## src/ssp_defs.svh

```systemverilog
`ifndef SSP_CORE_DEFS_SVH
`define SSP_CORE_DEFS_SVH
// Behaviour
// - Port runs as serial master driving the clock, or slave following one.
// - Data port write pushes a word into a 16-bit by 8-entry transmit FIFO.
// - Received words go to a 16-bit by 8-entry FIFO; data read pops oldest.
// - Frame length programmable from 4 to 16 bits per word.
// - System clock first divided by an even prescale divisor from 2 to 254.
// - Prescaled clock further divided by one plus the serial clock rate field.
// - Serial clock equals system clock over prescale times one plus rate.
// - Four conditions: transmit service, receive service, receive timeout, overrun.
// - All enabled conditions are ORed onto one interrupt request line.
// - Each condition has a mask bit; one lets it reach the interrupt output.
// - Individual per-condition interrupt outputs exist beside the combined one.
// - Raw and masked condition states readable through two status registers.
// - Loopback test mode routes transmitted serial data back to the receiver.
// - Three frame formats: four-wire SPI, frame-pulse serial, half-duplex command.
// - Received serial data is shifted into a register before loading the FIFO.
// - Every word is shifted out most significant bit first.
// - Timeout raised when serial clock idles a timeout period with data held.

// ==========================================================================
// Register byte offsets.
`define OFS_CTRL0      8'h00
`define OFS_CTRL1      8'h04
`define OFS_DATA       8'h08
`define OFS_STATUS     8'h0c
`define OFS_PRESCALE   8'h10
`define OFS_IMASK      8'h14
`define OFS_RIS        8'h18
`define OFS_MIS        8'h1c
`define OFS_ICLR       8'h20

// ==========================================================================
// Field positions and reset values.
`define C0_CPOL        6
`define C0_CPHA        7
`define C1_LOOP        0
`define C1_EN          1
`define C1_SLAVE       2
`define INT_TX         0
`define INT_RX         1
`define INT_RT         2
`define INT_ROR        3
`define CTRL0_RST      16'h0007
`define PRESCALE_RST   8'h02

// ==========================================================================
// Frame timing counts.
`define MIN_BITS       5'd4
`define CR_EXTRA_BITS  6'd9
`define LEAD_SPI       2'd1
`define LEAD_SSF       2'd2
`define RT_HALF_TICKS  7'd64
`endif

```

## src/ssp_pkg.sv

```systemverilog
package ssp_pkg;
  typedef enum logic [1:0] {FMT_SPI, FMT_SSF, FMT_CR, FMT_RSV} frame_fmt_t;
  typedef enum {ST_IDLE, ST_LEAD, ST_SHIFT, ST_TAIL} eng_state_t;
endpackage

```

## src/ssp_core.sv

```systemverilog
// The implementer's own choices: the register offsets and register access over Avalon-MM.
`timescale 1ns/1ns
`include "ssp_defs.svh"

// ==========================================================================
// Word FIFO shared by the transmit and receive paths.
module ssp_fifo #(
  parameter int WIDTH = 16,
  parameter int DEPTH = 8,
  parameter int AW    = $clog2(DEPTH)
) (
  // Clock and reset
  input  wire logic             clk_sys,
  input  wire logic             sys_rst,
  // Fill side
  input  wire logic             push_valid,
  output logic                  push_ready,
  input  wire logic [WIDTH-1:0] push_data,
  // Drain side
  output logic                  pop_valid,
  input  wire logic             pop_ready,
  output logic [WIDTH-1:0]      pop_data,
  output logic [AW:0]           level
);
  logic [WIDTH-1:0] mem_r [DEPTH];
  logic [AW-1:0]    wr_r, wr_nxt, rd_r, rd_nxt;
  logic [AW:0]      level_r, level_nxt;
  logic             do_push, do_pop;

  always_comb begin
    push_ready = (level_r != (AW+1)'(DEPTH));
    pop_valid  = (level_r != '0);
    do_push    = push_valid & push_ready;
    do_pop     = pop_valid & pop_ready;
    wr_nxt     = do_push ? ((wr_r == AW'(DEPTH-1)) ? '0 : wr_r + 1'b1) : wr_r;
    rd_nxt     = do_pop ? ((rd_r == AW'(DEPTH-1)) ? '0 : rd_r + 1'b1) : rd_r;
    level_nxt  = level_r + {{AW{1'b0}}, do_push} - {{AW{1'b0}}, do_pop};
  end

  always_ff @(posedge clk_sys) begin
    if (sys_rst) begin
      wr_r    <= '0;
      rd_r    <= '0;
      level_r <= '0;
    end else begin
      wr_r    <= wr_nxt;
      rd_r    <= rd_nxt;
      level_r <= level_nxt;
    end
    if (do_push) begin
      mem_r[wr_r] <= push_data;
    end
  end

  assign pop_data = mem_r[rd_r];
  assign level    = level_r;
endmodule

// ==========================================================================
// Synchronous serial port core.
module ssp_core #(
  parameter int DATA_W     = 16,
  parameter int FIFO_DEPTH = 8
) (
  // Clock and reset
  input  wire logic        clk_sys,
  input  wire logic        sys_rst,
  // Register bus
  input  wire logic [7:0]  address,
  input  wire logic        read,
  input  wire logic        write,
  input  wire logic [31:0] writedata,
  input  wire logic [3:0]  byteenable,
  output logic [31:0]      readdata,
  output logic             waitrequest,
  // Serial pins
  output logic             serial_clock_out,
  output logic             serial_clock_oe,
  input  wire logic        serial_clock_in,
  output logic             frame_select_out,
  output logic             frame_select_oe,
  input  wire logic        frame_select_in,
  output logic             serial_transmit_line,
  output logic             serial_transmit_oe,
  input  wire logic        serial_receive_line,
  // Interrupts
  output logic             irq,
  output logic             irq_tx,
  output logic             irq_rx,
  output logic             irq_timeout,
  output logic             irq_overrun
);
  import ssp_pkg::*;
  localparam int LW = $clog2(FIFO_DEPTH) + 1;

  logic              ack_r, ack_nxt, pop_ok_r, pop_ok_nxt, rt_r, rt_nxt, ror_r, ror_nxt;
  logic [31:0]       readdata_r, readdata_nxt;
  logic [15:0]       ctrl0_r, ctrl0_nxt, lane_m;
  logic [2:0]        ctrl1_r, ctrl1_nxt;
  logic [7:0]        prescale_r, prescale_nxt;
  logic [3:0]        imask_r, imask_nxt, irqv_r, irqv_nxt, ris;
  logic              acc, wr_en, rd_commit, tx_push, rx_pop;
  logic              sclk_s1, sclk_s2, sclk_s3, fss_s1, fss_s2, fss_s3, rxd_s1, rxd_s2;
  logic [6:0]        pre_cnt_r, pre_cnt_nxt, half_pre;
  logic [7:0]        scr_cnt_r, scr_cnt_nxt;
  logic              half_tick, tick;
  eng_state_t        st_r, st_nxt;
  logic [15:0]       sh_r, sh_nxt, rx_sh_r, rx_sh_nxt, sh_load, rx_word;
  logic [5:0]        edge_r, edge_nxt, edge_inc, fbits, edges_tot;
  logic [4:0]        nbits;
  logic [1:0]        lead_r, lead_nxt;
  logic              sclk_r, sclk_nxt, fss_r, fss_nxt, txd_r, txd_nxt;
  logic [6:0]        rt_cnt_r, rt_cnt_nxt;
  logic              load, rx_push, rt_evt, ror_evt, go, slv_go, slv_ssf, fss_lost, ph1, rxd_in;
  logic              en, slave, loopback, cpol;
  frame_fmt_t        fmt;
  logic              tx_ready, tx_valid, rx_ready, rx_valid;
  logic [DATA_W-1:0] tx_head, rx_head;
  logic [LW-1:0]     tx_level, rx_level;

  // ==========================================================================
  // Configuration decode.
  assign en       = ctrl1_r[`C1_EN];
  assign slave    = ctrl1_r[`C1_SLAVE];
  assign loopback = ctrl1_r[`C1_LOOP];
  assign fmt      = frame_fmt_t'(ctrl0_r[5:4]);
  assign cpol     = (fmt == FMT_SPI) & ctrl0_r[`C0_CPOL];
  assign ph1      = (fmt == FMT_SPI) ? ctrl0_r[`C0_CPHA] : (fmt == FMT_SSF);
  // Sizes below four bits cannot be framed, so they run as four.
  assign nbits    = (ctrl0_r[3:0] < 4'd3) ? `MIN_BITS : {1'b0, ctrl0_r[3:0]} + 5'd1;
  assign fbits    = (fmt == FMT_CR) ? {1'b0, nbits} + `CR_EXTRA_BITS : {1'b0, nbits};
  assign edges_tot = {fbits[4:0], 1'b0};
  // The command format sends only the low byte, then receives the reply.
  assign sh_load  = (fmt == FMT_CR) ? {tx_head[7:0], 8'h00} : tx_head << (5'd16 - nbits);
  assign rx_word  = rx_sh_nxt & (16'hffff >> (5'd16 - nbits));

  // ==========================================================================
  // Register bus slave: every access stalls exactly one cycle.
  assign acc         = read | write;
  assign waitrequest = acc & ~ack_r;
  assign wr_en       = write & ack_r;
  assign rd_commit   = read & ack_r;
  assign lane_m      = {{8{byteenable[1]}}, {8{byteenable[0]}}};
  assign tx_push     = wr_en & (address == `OFS_DATA) & (|byteenable[1:0]);
  assign rx_pop      = rd_commit & (address == `OFS_DATA) & pop_ok_r;
  assign ris         = {ror_r, rt_r, (rx_level >= LW'(FIFO_DEPTH / 2)),
                        (tx_level <= LW'(FIFO_DEPTH / 2))};

  always_comb begin
    ack_nxt      = acc & ~ack_r;
    readdata_nxt = readdata_r;
    pop_ok_nxt   = pop_ok_r;
    ctrl0_nxt    = ctrl0_r;
    ctrl1_nxt    = ctrl1_r;
    prescale_nxt = prescale_r;
    imask_nxt    = imask_r;
    rt_nxt       = rt_r | rt_evt;
    ror_nxt      = ror_r | ror_evt;
    if (acc && !ack_r && read) begin
      pop_ok_nxt = (address == `OFS_DATA) && rx_valid;
      case (address)
        `OFS_CTRL0:    readdata_nxt = {16'h0000, ctrl0_r};
        `OFS_CTRL1:    readdata_nxt = {29'h0, ctrl1_r};
        `OFS_DATA:     readdata_nxt = rx_valid ? {16'h0000, rx_head} : 32'h0;
        `OFS_STATUS:   readdata_nxt = {27'h0, (st_r != ST_IDLE), ~rx_ready, rx_valid, tx_ready, ~tx_valid};
        `OFS_PRESCALE: readdata_nxt = {24'h0, prescale_r};
        `OFS_IMASK:    readdata_nxt = {28'h0, imask_r};
        `OFS_RIS:      readdata_nxt = {28'h0, ris};
        `OFS_MIS:      readdata_nxt = {28'h0, ris & imask_r};
        default:       readdata_nxt = 32'h0;
      endcase
    end
    if (wr_en) begin
      case (address)
        `OFS_CTRL0:    ctrl0_nxt = (ctrl0_r & ~lane_m) | (writedata[15:0] & lane_m);
        `OFS_CTRL1:    if (byteenable[0]) ctrl1_nxt = writedata[2:0];
        `OFS_PRESCALE: if (byteenable[0]) prescale_nxt = {writedata[7:1], 1'b0};
        `OFS_IMASK:    if (byteenable[0]) imask_nxt = writedata[3:0];
        `OFS_ICLR: begin
          if (byteenable[0]) begin
            // A new event in the clearing cycle keeps its flag set.
            rt_nxt  = rt_evt | (rt_r & ~writedata[`INT_RT]);
            ror_nxt = ror_evt | (ror_r & ~writedata[`INT_ROR]);
          end
        end
        default: ;
      endcase
    end
    irqv_nxt = ris & imask_r;
  end

  always_ff @(posedge clk_sys) begin
    if (sys_rst) begin
      ack_r      <= 1'b0;
      readdata_r <= 32'h0;
      pop_ok_r   <= 1'b0;
      ctrl0_r    <= `CTRL0_RST;
      ctrl1_r    <= 3'h0;
      prescale_r <= `PRESCALE_RST;
      imask_r    <= 4'h0;
      rt_r       <= 1'b0;
      ror_r      <= 1'b0;
      irqv_r     <= 4'h0;
    end else begin
      ack_r      <= ack_nxt;
      readdata_r <= readdata_nxt;
      pop_ok_r   <= pop_ok_nxt;
      ctrl0_r    <= ctrl0_nxt;
      ctrl1_r    <= ctrl1_nxt;
      prescale_r <= prescale_nxt;
      imask_r    <= imask_nxt;
      rt_r       <= rt_nxt;
      ror_r      <= ror_nxt;
      irqv_r     <= irqv_nxt;
    end
  end

  assign readdata    = readdata_r;
  assign irq_tx      = irqv_r[`INT_TX];
  assign irq_rx      = irqv_r[`INT_RX];
  assign irq_timeout = irqv_r[`INT_RT];
  assign irq_overrun = irqv_r[`INT_ROR];
  assign irq         = |irqv_r;

  ssp_fifo #(.WIDTH(DATA_W), .DEPTH(FIFO_DEPTH)) u_tx_fifo (
    .clk_sys    (clk_sys),
    .sys_rst    (sys_rst),
    .push_valid (tx_push),
    .push_ready (tx_ready),
    .push_data  (writedata[DATA_W-1:0]),
    .pop_valid  (tx_valid),
    .pop_ready  (load),
    .pop_data   (tx_head),
    .level      (tx_level)
  );

  ssp_fifo #(.WIDTH(DATA_W), .DEPTH(FIFO_DEPTH)) u_rx_fifo (
    .clk_sys    (clk_sys),
    .sys_rst    (sys_rst),
    .push_valid (rx_push),
    .push_ready (rx_ready),
    .push_data  (rx_word),
    .pop_valid  (rx_valid),
    .pop_ready  (rx_pop),
    .pop_data   (rx_head),
    .level      (rx_level)
  );

  // ==========================================================================
  // Pin synchronisers and bit-rate divider.
  // Slave clock edges are seen two cycles late, hence the slow-clock limit.
  always_ff @(posedge clk_sys) begin
    if (sys_rst) begin
      {sclk_s1, sclk_s2, sclk_s3} <= 3'b000;
      {fss_s1, fss_s2, fss_s3}    <= 3'b111;
      {rxd_s1, rxd_s2}            <= 2'b00;
    end else begin
      {sclk_s1, sclk_s2, sclk_s3} <= {serial_clock_in, sclk_s1, sclk_s2};
      {fss_s1, fss_s2, fss_s3}    <= {frame_select_in, fss_s1, fss_s2};
      {rxd_s1, rxd_s2}            <= {serial_receive_line, rxd_s1};
    end
  end

  assign half_pre  = (prescale_r[7:1] == 7'd0) ? 7'd1 : prescale_r[7:1];
  assign half_tick = en && (pre_cnt_r == half_pre - 7'd1) && (scr_cnt_r == ctrl0_r[15:8]);
  assign tick      = slave ? (sclk_s2 ^ sclk_s3) : half_tick;

  always_comb begin
    pre_cnt_nxt = '0;
    scr_cnt_nxt = '0;
    if (en && !half_tick) begin
      pre_cnt_nxt = (pre_cnt_r >= half_pre - 7'd1) ? 7'd0 : pre_cnt_r + 7'd1;
      scr_cnt_nxt = (pre_cnt_r >= half_pre - 7'd1) ? scr_cnt_r + 8'd1 : scr_cnt_r;
    end
  end

  always_ff @(posedge clk_sys) begin
    if (sys_rst) begin
      pre_cnt_r <= '0;
      scr_cnt_r <= '0;
    end else begin
      pre_cnt_r <= pre_cnt_nxt;
      scr_cnt_r <= scr_cnt_nxt;
    end
  end

  // ==========================================================================
  // Frame engine.
  assign rxd_in   = loopback ? txd_r : rxd_s2;
  assign slv_ssf  = slave & (fmt == FMT_SSF);
  assign slv_go   = (fmt == FMT_SSF) ? (fss_s3 & ~fss_s2) : ((ph1 | fmt == FMT_CR) ? ~fss_s2 : (fss_s3 & ~fss_s2));
  assign go       = en & (slave ? slv_go : tx_valid);
  assign fss_lost = slave & (fmt != FMT_SSF) & fss_s2;
  assign edge_inc = edge_r + 6'd1;
  assign ror_evt  = rx_push & ~rx_ready;
  assign rt_evt   = half_tick & (rt_cnt_r == `RT_HALF_TICKS - 7'd1);

  always_comb begin
    st_nxt    = st_r;
    sh_nxt    = sh_r;
    rx_sh_nxt = rx_sh_r;
    edge_nxt  = edge_r;
    sclk_nxt  = sclk_r;
    fss_nxt   = fss_r;
    txd_nxt   = txd_r;
    lead_nxt  = lead_r;
    load      = 1'b0;
    rx_push   = 1'b0;
    case (st_r)
      ST_IDLE: begin
        sclk_nxt = 1'b0;
        fss_nxt  = (fmt != FMT_SSF);
        if (go) begin
          load     = 1'b1;
          edge_nxt = slv_ssf ? 6'd1 : 6'd0;
          sclk_nxt = slv_ssf;
          sh_nxt   = sh_load;
          if (!ph1 || slv_ssf) begin
            txd_nxt = sh_load[15];
            sh_nxt  = {sh_load[14:0], 1'b0};
          end
          if (slave) begin
            st_nxt = ST_SHIFT;
          end else begin
            st_nxt   = ST_LEAD;
            fss_nxt  = (fmt == FMT_SSF);
            lead_nxt = (fmt == FMT_SSF) ? `LEAD_SSF : `LEAD_SPI;
          end
        end
      end
      ST_LEAD: begin
        if (tick) begin
          lead_nxt = lead_r - 2'd1;
          if (lead_r == 2'd1) begin
            st_nxt  = ST_SHIFT;
            fss_nxt = (fmt != FMT_SSF) ? 1'b0 : 1'b0;
          end
        end
      end
      ST_SHIFT: begin
        if (fss_lost) begin
          st_nxt = ST_IDLE;
        end else if (tick) begin
          sclk_nxt = ~sclk_r;
          edge_nxt = edge_inc;
          if (edge_inc[0] ^ ph1) begin
            rx_sh_nxt = {rx_sh_r[14:0], rxd_in};
          end else if (edge_inc != edges_tot) begin
            txd_nxt = sh_r[15];
            sh_nxt  = {sh_r[14:0], 1'b0};
          end
          if (edge_inc == edges_tot) begin
            rx_push = 1'b1;
            st_nxt  = slave ? ST_IDLE : ST_TAIL;
          end
        end
      end
      ST_TAIL: begin
        if (tick) begin
          st_nxt  = ST_IDLE;
          // Select returns to idle here, so back-to-back words still see a select pulse.
          fss_nxt = (fmt != FMT_SSF);
        end
      end
      default: st_nxt = ST_IDLE;
    endcase
    if (!en) begin
      st_nxt = ST_IDLE;
    end
    rt_cnt_nxt = '0;
    if (en && st_r == ST_IDLE && rx_valid && !rx_pop) begin
      rt_cnt_nxt = (half_tick && rt_cnt_r != `RT_HALF_TICKS - 7'd1) ? rt_cnt_r + 7'd1 : rt_cnt_r;
    end
  end

  always_ff @(posedge clk_sys) begin
    if (sys_rst) begin
      st_r     <= ST_IDLE;
      sh_r     <= '0;
      rx_sh_r  <= '0;
      edge_r   <= '0;
      sclk_r   <= 1'b0;
      fss_r    <= 1'b1;
      txd_r    <= 1'b0;
      lead_r   <= '0;
      rt_cnt_r <= '0;
    end else begin
      st_r     <= st_nxt;
      sh_r     <= sh_nxt;
      rx_sh_r  <= rx_sh_nxt;
      edge_r   <= edge_nxt;
      sclk_r   <= sclk_nxt;
      fss_r    <= fss_nxt;
      txd_r    <= txd_nxt;
      lead_r   <= lead_nxt;
      rt_cnt_r <= rt_cnt_nxt;
    end
  end

  assign serial_clock_out     = sclk_r ^ cpol;
  assign serial_clock_oe      = en & ~slave;
  assign frame_select_out     = fss_r;
  assign frame_select_oe      = en & ~slave;
  assign serial_transmit_line = txd_r;
  assign serial_transmit_oe   = (st_r != ST_IDLE) & ~loopback;

  // ==========================================================================
  // Checks.
  logic [15:0] gap_r;
  logic        gap_ok_r;
  always_ff @(posedge clk_sys) begin
    if (sys_rst || half_tick) begin
      gap_r <= '0;
    end else begin
      gap_r <= gap_r + 16'd1;
    end
    gap_ok_r <= !sys_rst && (half_tick || gap_ok_r) && !(wr_en && address != `OFS_DATA);
  end
endmodule

```

## config.mk

```make
export PLATFORM = sky130hd
export DESIGN_NAME = ssp_core
export DESIGN_NICKNAME = d
export VERILOG_FILES = /design/src/ssp_pkg.sv /design/src/ssp_core.sv
export VERILOG_INCLUDE_DIRS = /design/src
export SDC_FILE = /design/constraint.sdc
export NUM_CORES = 1
export LEC_CHECK = 0
export BUFFER_PORTS_ARGS = -buffer_cell sky130_fd_sc_hd__buf_2
export CORE_ASPECT_RATIO = 0.8
export CORE_MARGIN = 2
export CORE_UTILIZATION = 50
export DETAILED_ROUTE_END_ITERATION = 10
export GPL_TIMING_DRIVEN = 0
export HOLD_SLACK_MARGIN = 0.06
export PLACE_DENSITY = 0.67
export SYNTH_ARGS = -nofsm -noshare
export SYNTH_HDL_FRONTEND = slang
export SYNTH_SLANG_ARGS = --single-unit
```

## constraint.sdc

```tcl
create_clock -name clk_sys -period 9.5 [get_ports clk_sys]
set_input_delay 1.9 -clock clk_sys [delete_from_list [all_inputs] [get_ports clk_sys]]
set_output_delay 1.9 -clock clk_sys [all_outputs]
set_load 0.1 [all_outputs]
```

==> results of run 1 <==
## layer usage
layer | GRT usage | up-vias | routed length [um]
met2 | 0.367 | 553 | 21300
met3 | 0.0491 | 73 | 4120
met1 | 0.374 | 6394 | 22000
met4 | 0.0666 | 0 | 1020
li1 | - | 5837 | -
met5 | 0 | - | 0
## power by group
part	internal, W	leakage [nW]	switching (W)
logic	0.0000153	3.23	0.0000707
clock network	0.00106	0.713	0.000714
registers	0.00188	3.44	0.00000118
total	0.00296	7.38	0.000785
## cell families (layout without fill, tap and decap cells)
logic type / count (synthesis) / after routing / synth area share
flops: 411 / 411 / 0.578
compound gates: 234 / 234 / 0.0812
simple gates: 475 / 475 / 0.122
buf+inv: 134 / 288 / 0.0348
fa+ha+maj: 45 / 45 / 0.0310
mux: 158 / 158 / 0.128
xor+xnor: 45 / 45 / 0.0239
other cells: 1 / 17 / 0.000201
## cell type report
cell class,count,area share
tap,487,0.0284
inverter,32,0.00561
antenna,1,0.000117
clock inverter,31,0.0198
multi-input combinational,973,0.343
buffer,102,0.0247
timing repair buffer,78,0.0254
sequential,411,0.504
clock buffer,45,0.0496
## cell usage in the layout (no fill, tap or decap), drive strengths merged, types with 5 or more instances in the layout
cell / Yosys / layout
edfxtp: 256 / 256
nor2: 163 / 163
dfxtp: 155 / 155
buf: 52 / 130
nand2: 115 / 115
clkbuf: 50 / 95
mux2i: 84 / 84
a21oi: 71 / 71
mux4: 64 / 64
o21ai: 52 / 52
ha: 43 / 43
inv: 32 / 33
nand3: 30 / 30
nor3: 30 / 30
a22oi: 24 / 24
xnor2: 22 / 22
nand2b: 21 / 21
nor2b: 20 / 20
xor2: 20 / 20
conb: 1 / 16
clkinv: 0 / 16
nor3b: 15 / 15
a211oi: 14 / 14
nand4: 14 / 14
nor4: 12 / 12
and3: 11 / 11
or2: 11 / 11
mux2: 10 / 10
a221oi: 10 / 10
o211ai: 9 / 9
bufinv: 0 / 9
nand3b: 8 / 8
a21o: 8 / 8
o21bai: 7 / 7
or3: 6 / 6
nand4b: 5 / 5
clkinvlp: 0 / 5
## stage by stage
stage	hold WS [ps]	cell area (um2)
global route	429	21400
detailed placement	403	19900
global placement	399	19600
floorplan	389	18700
finish	429	21400
CTS	430	21400
## flip-flops by register name, summed over array words and instances (netlist names), 2 cells and up, named ones only
signal,cells
u_rx_fifo.mem_r,128
scr_cnt_r,8
rx_sh_r,16
prescale_r,7
u_rx_fifo.wr_r,3
u_tx_fifo.mem_r,128
sh_r,16
rt_cnt_r,7
lead_r,2
ctrl1_r,3
u_rx_fifo.level,4
u_tx_fifo.rd_r,3
edge_r,6
u_tx_fifo.level,4
u_rx_fifo.rd_r,3
irqv_r,4
imask_r,4
u_tx_fifo.wr_r,3
st_r,2
pre_cnt_r,7
readdata,16
## path summary, 6_finish.rpt
| check | from | end | cells past startpoint |
|---|---|---|---|
| setup / recovery | prescale_r[3] | u_rx_fifo.mem_r[4][3] | 16 |
| hold / removal | fss_s1 | fss_s2 | 1 |
| setup reg to reg | prescale_r[3] | u_rx_fifo.mem_r[4][3] | 16 |
| hold reg to reg | fss_s1 | fss_s2 | 1 |
==> run_results.csv, run 1 <==
group,metric,value,unit
setup_path,max_stage_delay,930,ps
setup_path,crit_fanout,10,
pwr,ir_worst_vdd,0.124,mV
yosys,ys_types,80,
timing,clock.fmax,179,MHz
global_route,grt_pass1_wl,72300,um
setup_path,ff2ff_setup_slack,3930,ps
pwr,power,0.00375,W
floorplan,dieHeight,177,um
clock_network,clkLatencyLatePin,570,ps
timing,period_share,0.587,
setup_path,cp_top_family,"simple AND/OR/NAND/NOR gates",
timing,period_minus_slack,5570,ps
setup_path,worstPathArrival,5760,ps
timing,worst_slew_pin_slew,1300,ps
route,ant_nets,0,
hold_path,hp-class,"register to register",
timing,setup_viol,0,
yosys,seq_area_frac_synth,0.578,
setup_path,crit_type,"register to register",
yosys,syn_inst,1503,
global_route,grt_max_degree,16,
finish,nets,1736,
yosys,synth_edf_count,256,
yosys,synth_top_area_frac,0.412,
yosys,async_reset_ff_frac,0,
placed_design,gp_congestion,0.939,
global_route,track_usage,0.248,
timing,final_max_slew_viol_count,0,
timing,finalHoldViolCount,0,
floorplan,start_util,0.506,
finish,n_fill_cell,2971,
placed_design,port_buffers,60,
pwr,powerDensity,175,nW/um2
floorplan,core-area,36900,um2
route,vias,12857,
global_route,grt_pass1_vias,12182,
clock_network,cts_setup_buffers,0,
finish,area_growth_syn_to_layout,14.8,%
yosys,ys.flop_type,"edfxtp_1",
timing,skew,24.2,ps
floorplan,die_w,220,um
finish,drive_gt1_frac,0.183,
clock_network,h-tree-depth,2,
clock_network,cts_inserted_buffers,42,
route,detail_route.wl_per_cell,22.4,um
finish,seq_area,10800,um2
clock_network,cts_tree,"done",
yosys,yosys_warnings,0,
yosys,yosys.area.top_type,"edfxtp_1",
setup_path,crit_slowest_cell,"a211oi_1",
yosys,synthTopCellsByArea,"edfxtp_1 41%, dfxtp_1 17%, mux4_2 7.7%, mux2i_1 4.5%, nor2_1 3.3%",
yosys,syn_avg_cell_area,12.4,um2
clock_network,cts_root_buffer,"clkbuf_16",
finish,multi_input_area,7340,um2
setup_path,critPathBufInv,2,
placed_design,place_inst,2083,
timing,setup_tns,0,ps
clock_network,clock_path_buffers,3,
yosys,ys_ff_latch,411,
floorplan,dieArea,38900,um2
global_route,grt.overflow.total,0,
clock_network,cts.clk_slew.worst_paths,60,ps
global_route,antenna_found_initial,1,
clock_network,cts.hold.buffers_added,0,
setup_path,crit_chain,"clkbuf_1 -> nor4_1 -> a21oi_1 -> ha_1 -> nand2_1 -> xor2_1 -> ha_1 -> nand4_1 -> nor2_1 -> nand3_1 -> o21ai_2 -> nand2_1 -> nor2_2 -> buf_6 -> mux2i_1 -> a211oi_1",
yosys,yosysMostFrequentCell,"edfxtp_1",
setup_path,critPathRequiredTime,9690,ps
finish,fin_util,0.581,
route,via_per_inst,5.95,
route,drc_errors,0,
finish,fin_cells,2160,
setup_path,cp-end-kind,"register",
route,dr.pass1.iters,6,
timing,rsz0062_at_grt,"false",
floorplan,ios,95,
placed_design,dp_hpwl,34400,um
placed_design,post-place-ws,3700,ps
timing,setup_ws,3930,ps
run,drv_cap,0,
yosys,synthesis.area,18700,um2
route,wl,48400,um
clock_network,cts.repair.resized,0,
floorplan,rows,63,
timing,max-slew-margin-rel,0.130,
route,drt-initial-drc-count,1528,
setup_path,worstSetupStartpointType,"register",
pwr,p_leak,7.38,nW
yosys,netlist_top_cells_count,"256 x edfxtp_1, 162 x nor2_1, 155 x dfxtp_1",
outcome,status,"finished, final reports clean",
clock_network,cts.sinks,411,
No activity file was read; power rests on OpenSTA's default activity.
==> run 2: changes to the inputs <==
- ABC_AREA: unset -> 1
- PLACE_DENSITY: 0.67 -> 0.7
- clock period: 9.5 -> 4.65 ns (I/O delays scaled with it)
==> run 2 against run 1 <==
  * Clock skew rose by 2.6 ps
  * Critical path type unchanged
  * Sequential share of layout area fell by 2.1 points
  * Final cell count rose by 33%
  * Fmax rose by 25%
  * Flip-flop and latch count did not move
  * Register-to-register slack got worse by 3700 ps
==> run_results.csv, run 2 <==
group,metric,value,unit
timing,setup_ws,200,ps
yosys,yosys.area.top_type,"edfxtp_1",
pwr,powerDensity,339,nW/um2
setup_path,crit_fanout,10,
floorplan,dieHeight,180,um
timing,max-slew-margin-rel,0.145,
finish,nets,2436,
finish,diodes,0,
placed_design,post-place-ws,-53.6,ps
timing,final_max_slew_viol_count,0,
floorplan,core-area,38300,um2
finish,drive_gt1_frac,0.117,
yosys,synth_edf_count,256,
hold_path,hold_depth,2,
global_route,antenna_found_initial,1,
clock_network,cts_root_buffer,"clkbuf_16",
finish,top_regs,"u_rx_fifo.mem_r (128), u_tx_fifo.mem_r (128)",
yosys,ys_ff_latch,411,
setup_path,critPathRequiredTime,4920,ps
timing,clock.fmax,225,MHz
global_route,track_usage,0.280,
placed_design,port_buffers,59,
floorplan,start_util,0.508,
timing,worst_slew_pin_slew,1270,ps
floorplan,rows,64,
finish,area_growth_syn_to_layout,15.0,%
route,vias,16379,
floorplan,die_w,224,um
clock_network,cts.hold.buffers_added,0,
timing,rsz0062_at_grt,"false",
yosys,netlist_top_cells_count,"472 x nand2_1, 268 x inv_1, 256 x edfxtp_1",
route,drt-initial-drc-count,2428,
timing,skew,26.8,ps
yosys,ys_types,51,
timing,period_share,0.957,
route,drc_errors,0,
pwr,power,0.00757,W
timing,whs,401,ps
floorplan,dieArea,40500,um2
setup_path,reg2reg_depth,20,
placed_design,dp_hpwl,42100,um
global_route,grt_max_degree,16,
timing,finalHoldViolCount,0,
global_route,grt_pass1_vias,14912,
outcome,status,"finished, final reports clean",
clock_network,cts_tree,"done",
timing,period_minus_slack,4450,ps
finish,seq_area,10800,um2
route,wl,57600,um
finish,multi_input_area,7330,um2
setup_path,worstSetupStartpointType,"register",
run,drv_cap,0,
placed_design,place_inst,2788,
pwr,p_leak,8.95,nW
setup_path,cp-end-kind,"register",
route,via_per_inst,5.71,
hold_path,hp-class,"register to register",
yosys,synthTopCellsByArea,"edfxtp_1 40%, dfxtp_1 16%, nand2_1 9.1%, inv_1 5.2%, nand3_1 5.1%",
placed_design,gp_congestion,0.953,
timing,setup_viol,0,
yosys,syn_inst,2196,
finish,layout_common_cells,"472 x nand2_1, 268 x inv_1, 256 x edfxtp_1",
yosys,yosys_warnings,0,
clock_network,clock_path_buffers,3,
clock_network,cts.clk_slew.worst_paths,70,ps
pwr,ir_worst_vdd,0.275,mV
yosys,synth_top_area_frac,0.395,
finish,n_fill_cell,3279,
setup_path,crit_type,"register to register",
yosys,async_reset_ff_frac,0,
global_route,grt_pass1_wl,86800,um
yosys,ys.flop_type,"edfxtp_1",
route,dr.pass1.iters,6,
clock_network,h-tree-depth,2,
yosys,yosysMostFrequentCell,"nand2_1",
yosys,seq_area_frac_synth,0.555,
route,ant_nets,0,
setup_path,worstPathArrival,4720,ps
yosys,synthesis.area,19400,um2
global_route,grt.overflow.total,0,
clock_network,cts.sinks,411,
floorplan,ios,95,
route,detail_route.wl_per_cell,20.1,um
clock_network,cts_inserted_buffers,42,
finish,fin_cells,2868,
clock_network,clkLatencyLatePin,570,ps
yosys,syn_avg_cell_area,8.86,um2
finish,mostFrequentLayoutCell,"nand2_1",
==> run 2: worst paths after layout <==
path,endpoint,slack [ps],from
setup / recovery,u_rx_fifo.mem_r[0][6],200,prescale_r[3]
hold / removal,sclk_s2,400,sclk_s1
setup reg to reg,u_rx_fifo.mem_r[0][6],200,prescale_r[3]
hold reg to reg,sclk_s2,400,sclk_s1
==> run 2: critical path: stages, from the launching register on <==
cell	delay (ps)
dfxtp_1	480
nor2_1	120
nand3_1	90
o21ai_0	70
inv_1	150
ha_1	220
nand3_1	100
xor2_1	160
ha_1	320
nand2_1	80
nor2_1	170
nand3_1	110
nor2_2	280
nand3_1	150
and2_1	240
nor2_2	160
nand2_1	220
buf_2	260
nand2_1	60
o21ai_0	120
a211oi_2	560
==> run 2: repair_timing <==
item	4_1_cts	5_1_grt
endpoints found under the setup margin	45	228
gates cloned	0	0
resized for setup	6	17
pin swaps	0	1
buffers inserted	0	3
==> run 2: cell families after synthesis <==
family | synth area share
AO/OA/AOI/OAI | 0.0919
XOR/XNOR | 0.00984
adder cells (fa/ha/maj) | 0.0297
buffers and inverters | 0.0816
flip-flops | 0.555
multiplexers | 0.0124
other | 0.000193
AND/OR/NAND/NOR | 0.219
==> run 2: through the flow <==
step	setup TNS, ps	cell area, um2	util
floorplan	0	19500	-
global placement	-269200	20400	0.533
detailed placement	-776	20800	0.543
CTS	0	22300	0.581
global route	0	22400	0.584
finish	0	22400	0.584
==> run 2: final cells by class <==
cell class / instances / area share
Sequential cell: 411 / 0.482
Buffer: 104 / 0.0228
Timing Repair Buffer: 85 / 0.0265
Clock inverter: 23 / 0.0120
Inverter: 287 / 0.0482
Clock buffer: 54 / 0.0527
Multi-Input combinational cell: 1409 / 0.328
Tap cell: 495 / 0.0277
==> run 2: where the power goes <==
| group | switching (W) | leakage [nW] | total [W] | internal, W |
|---|---|---|---|---|
| Clock | 0.00146 | 0.710 | 0.00354 | 0.00208 |
| Sequential | 0.00000238 | 3.49 | 0.00385 | 0.00385 |
| Combinational | 0.000153 | 4.75 | 0.000185 | 0.0000317 |
| Total | 0.00161 | 8.95 | 0.00757 | 0.00596 |
==> run 2: metal layers <==
layer  up-vias  routed length [um]  global-route usage
li1       7624                   -                   -
met5         -                  11                   0
met3       103                6870              0.0494
met4         2                1260              0.0784
met2       957               24000               0.398
met1      7693               25500               0.437
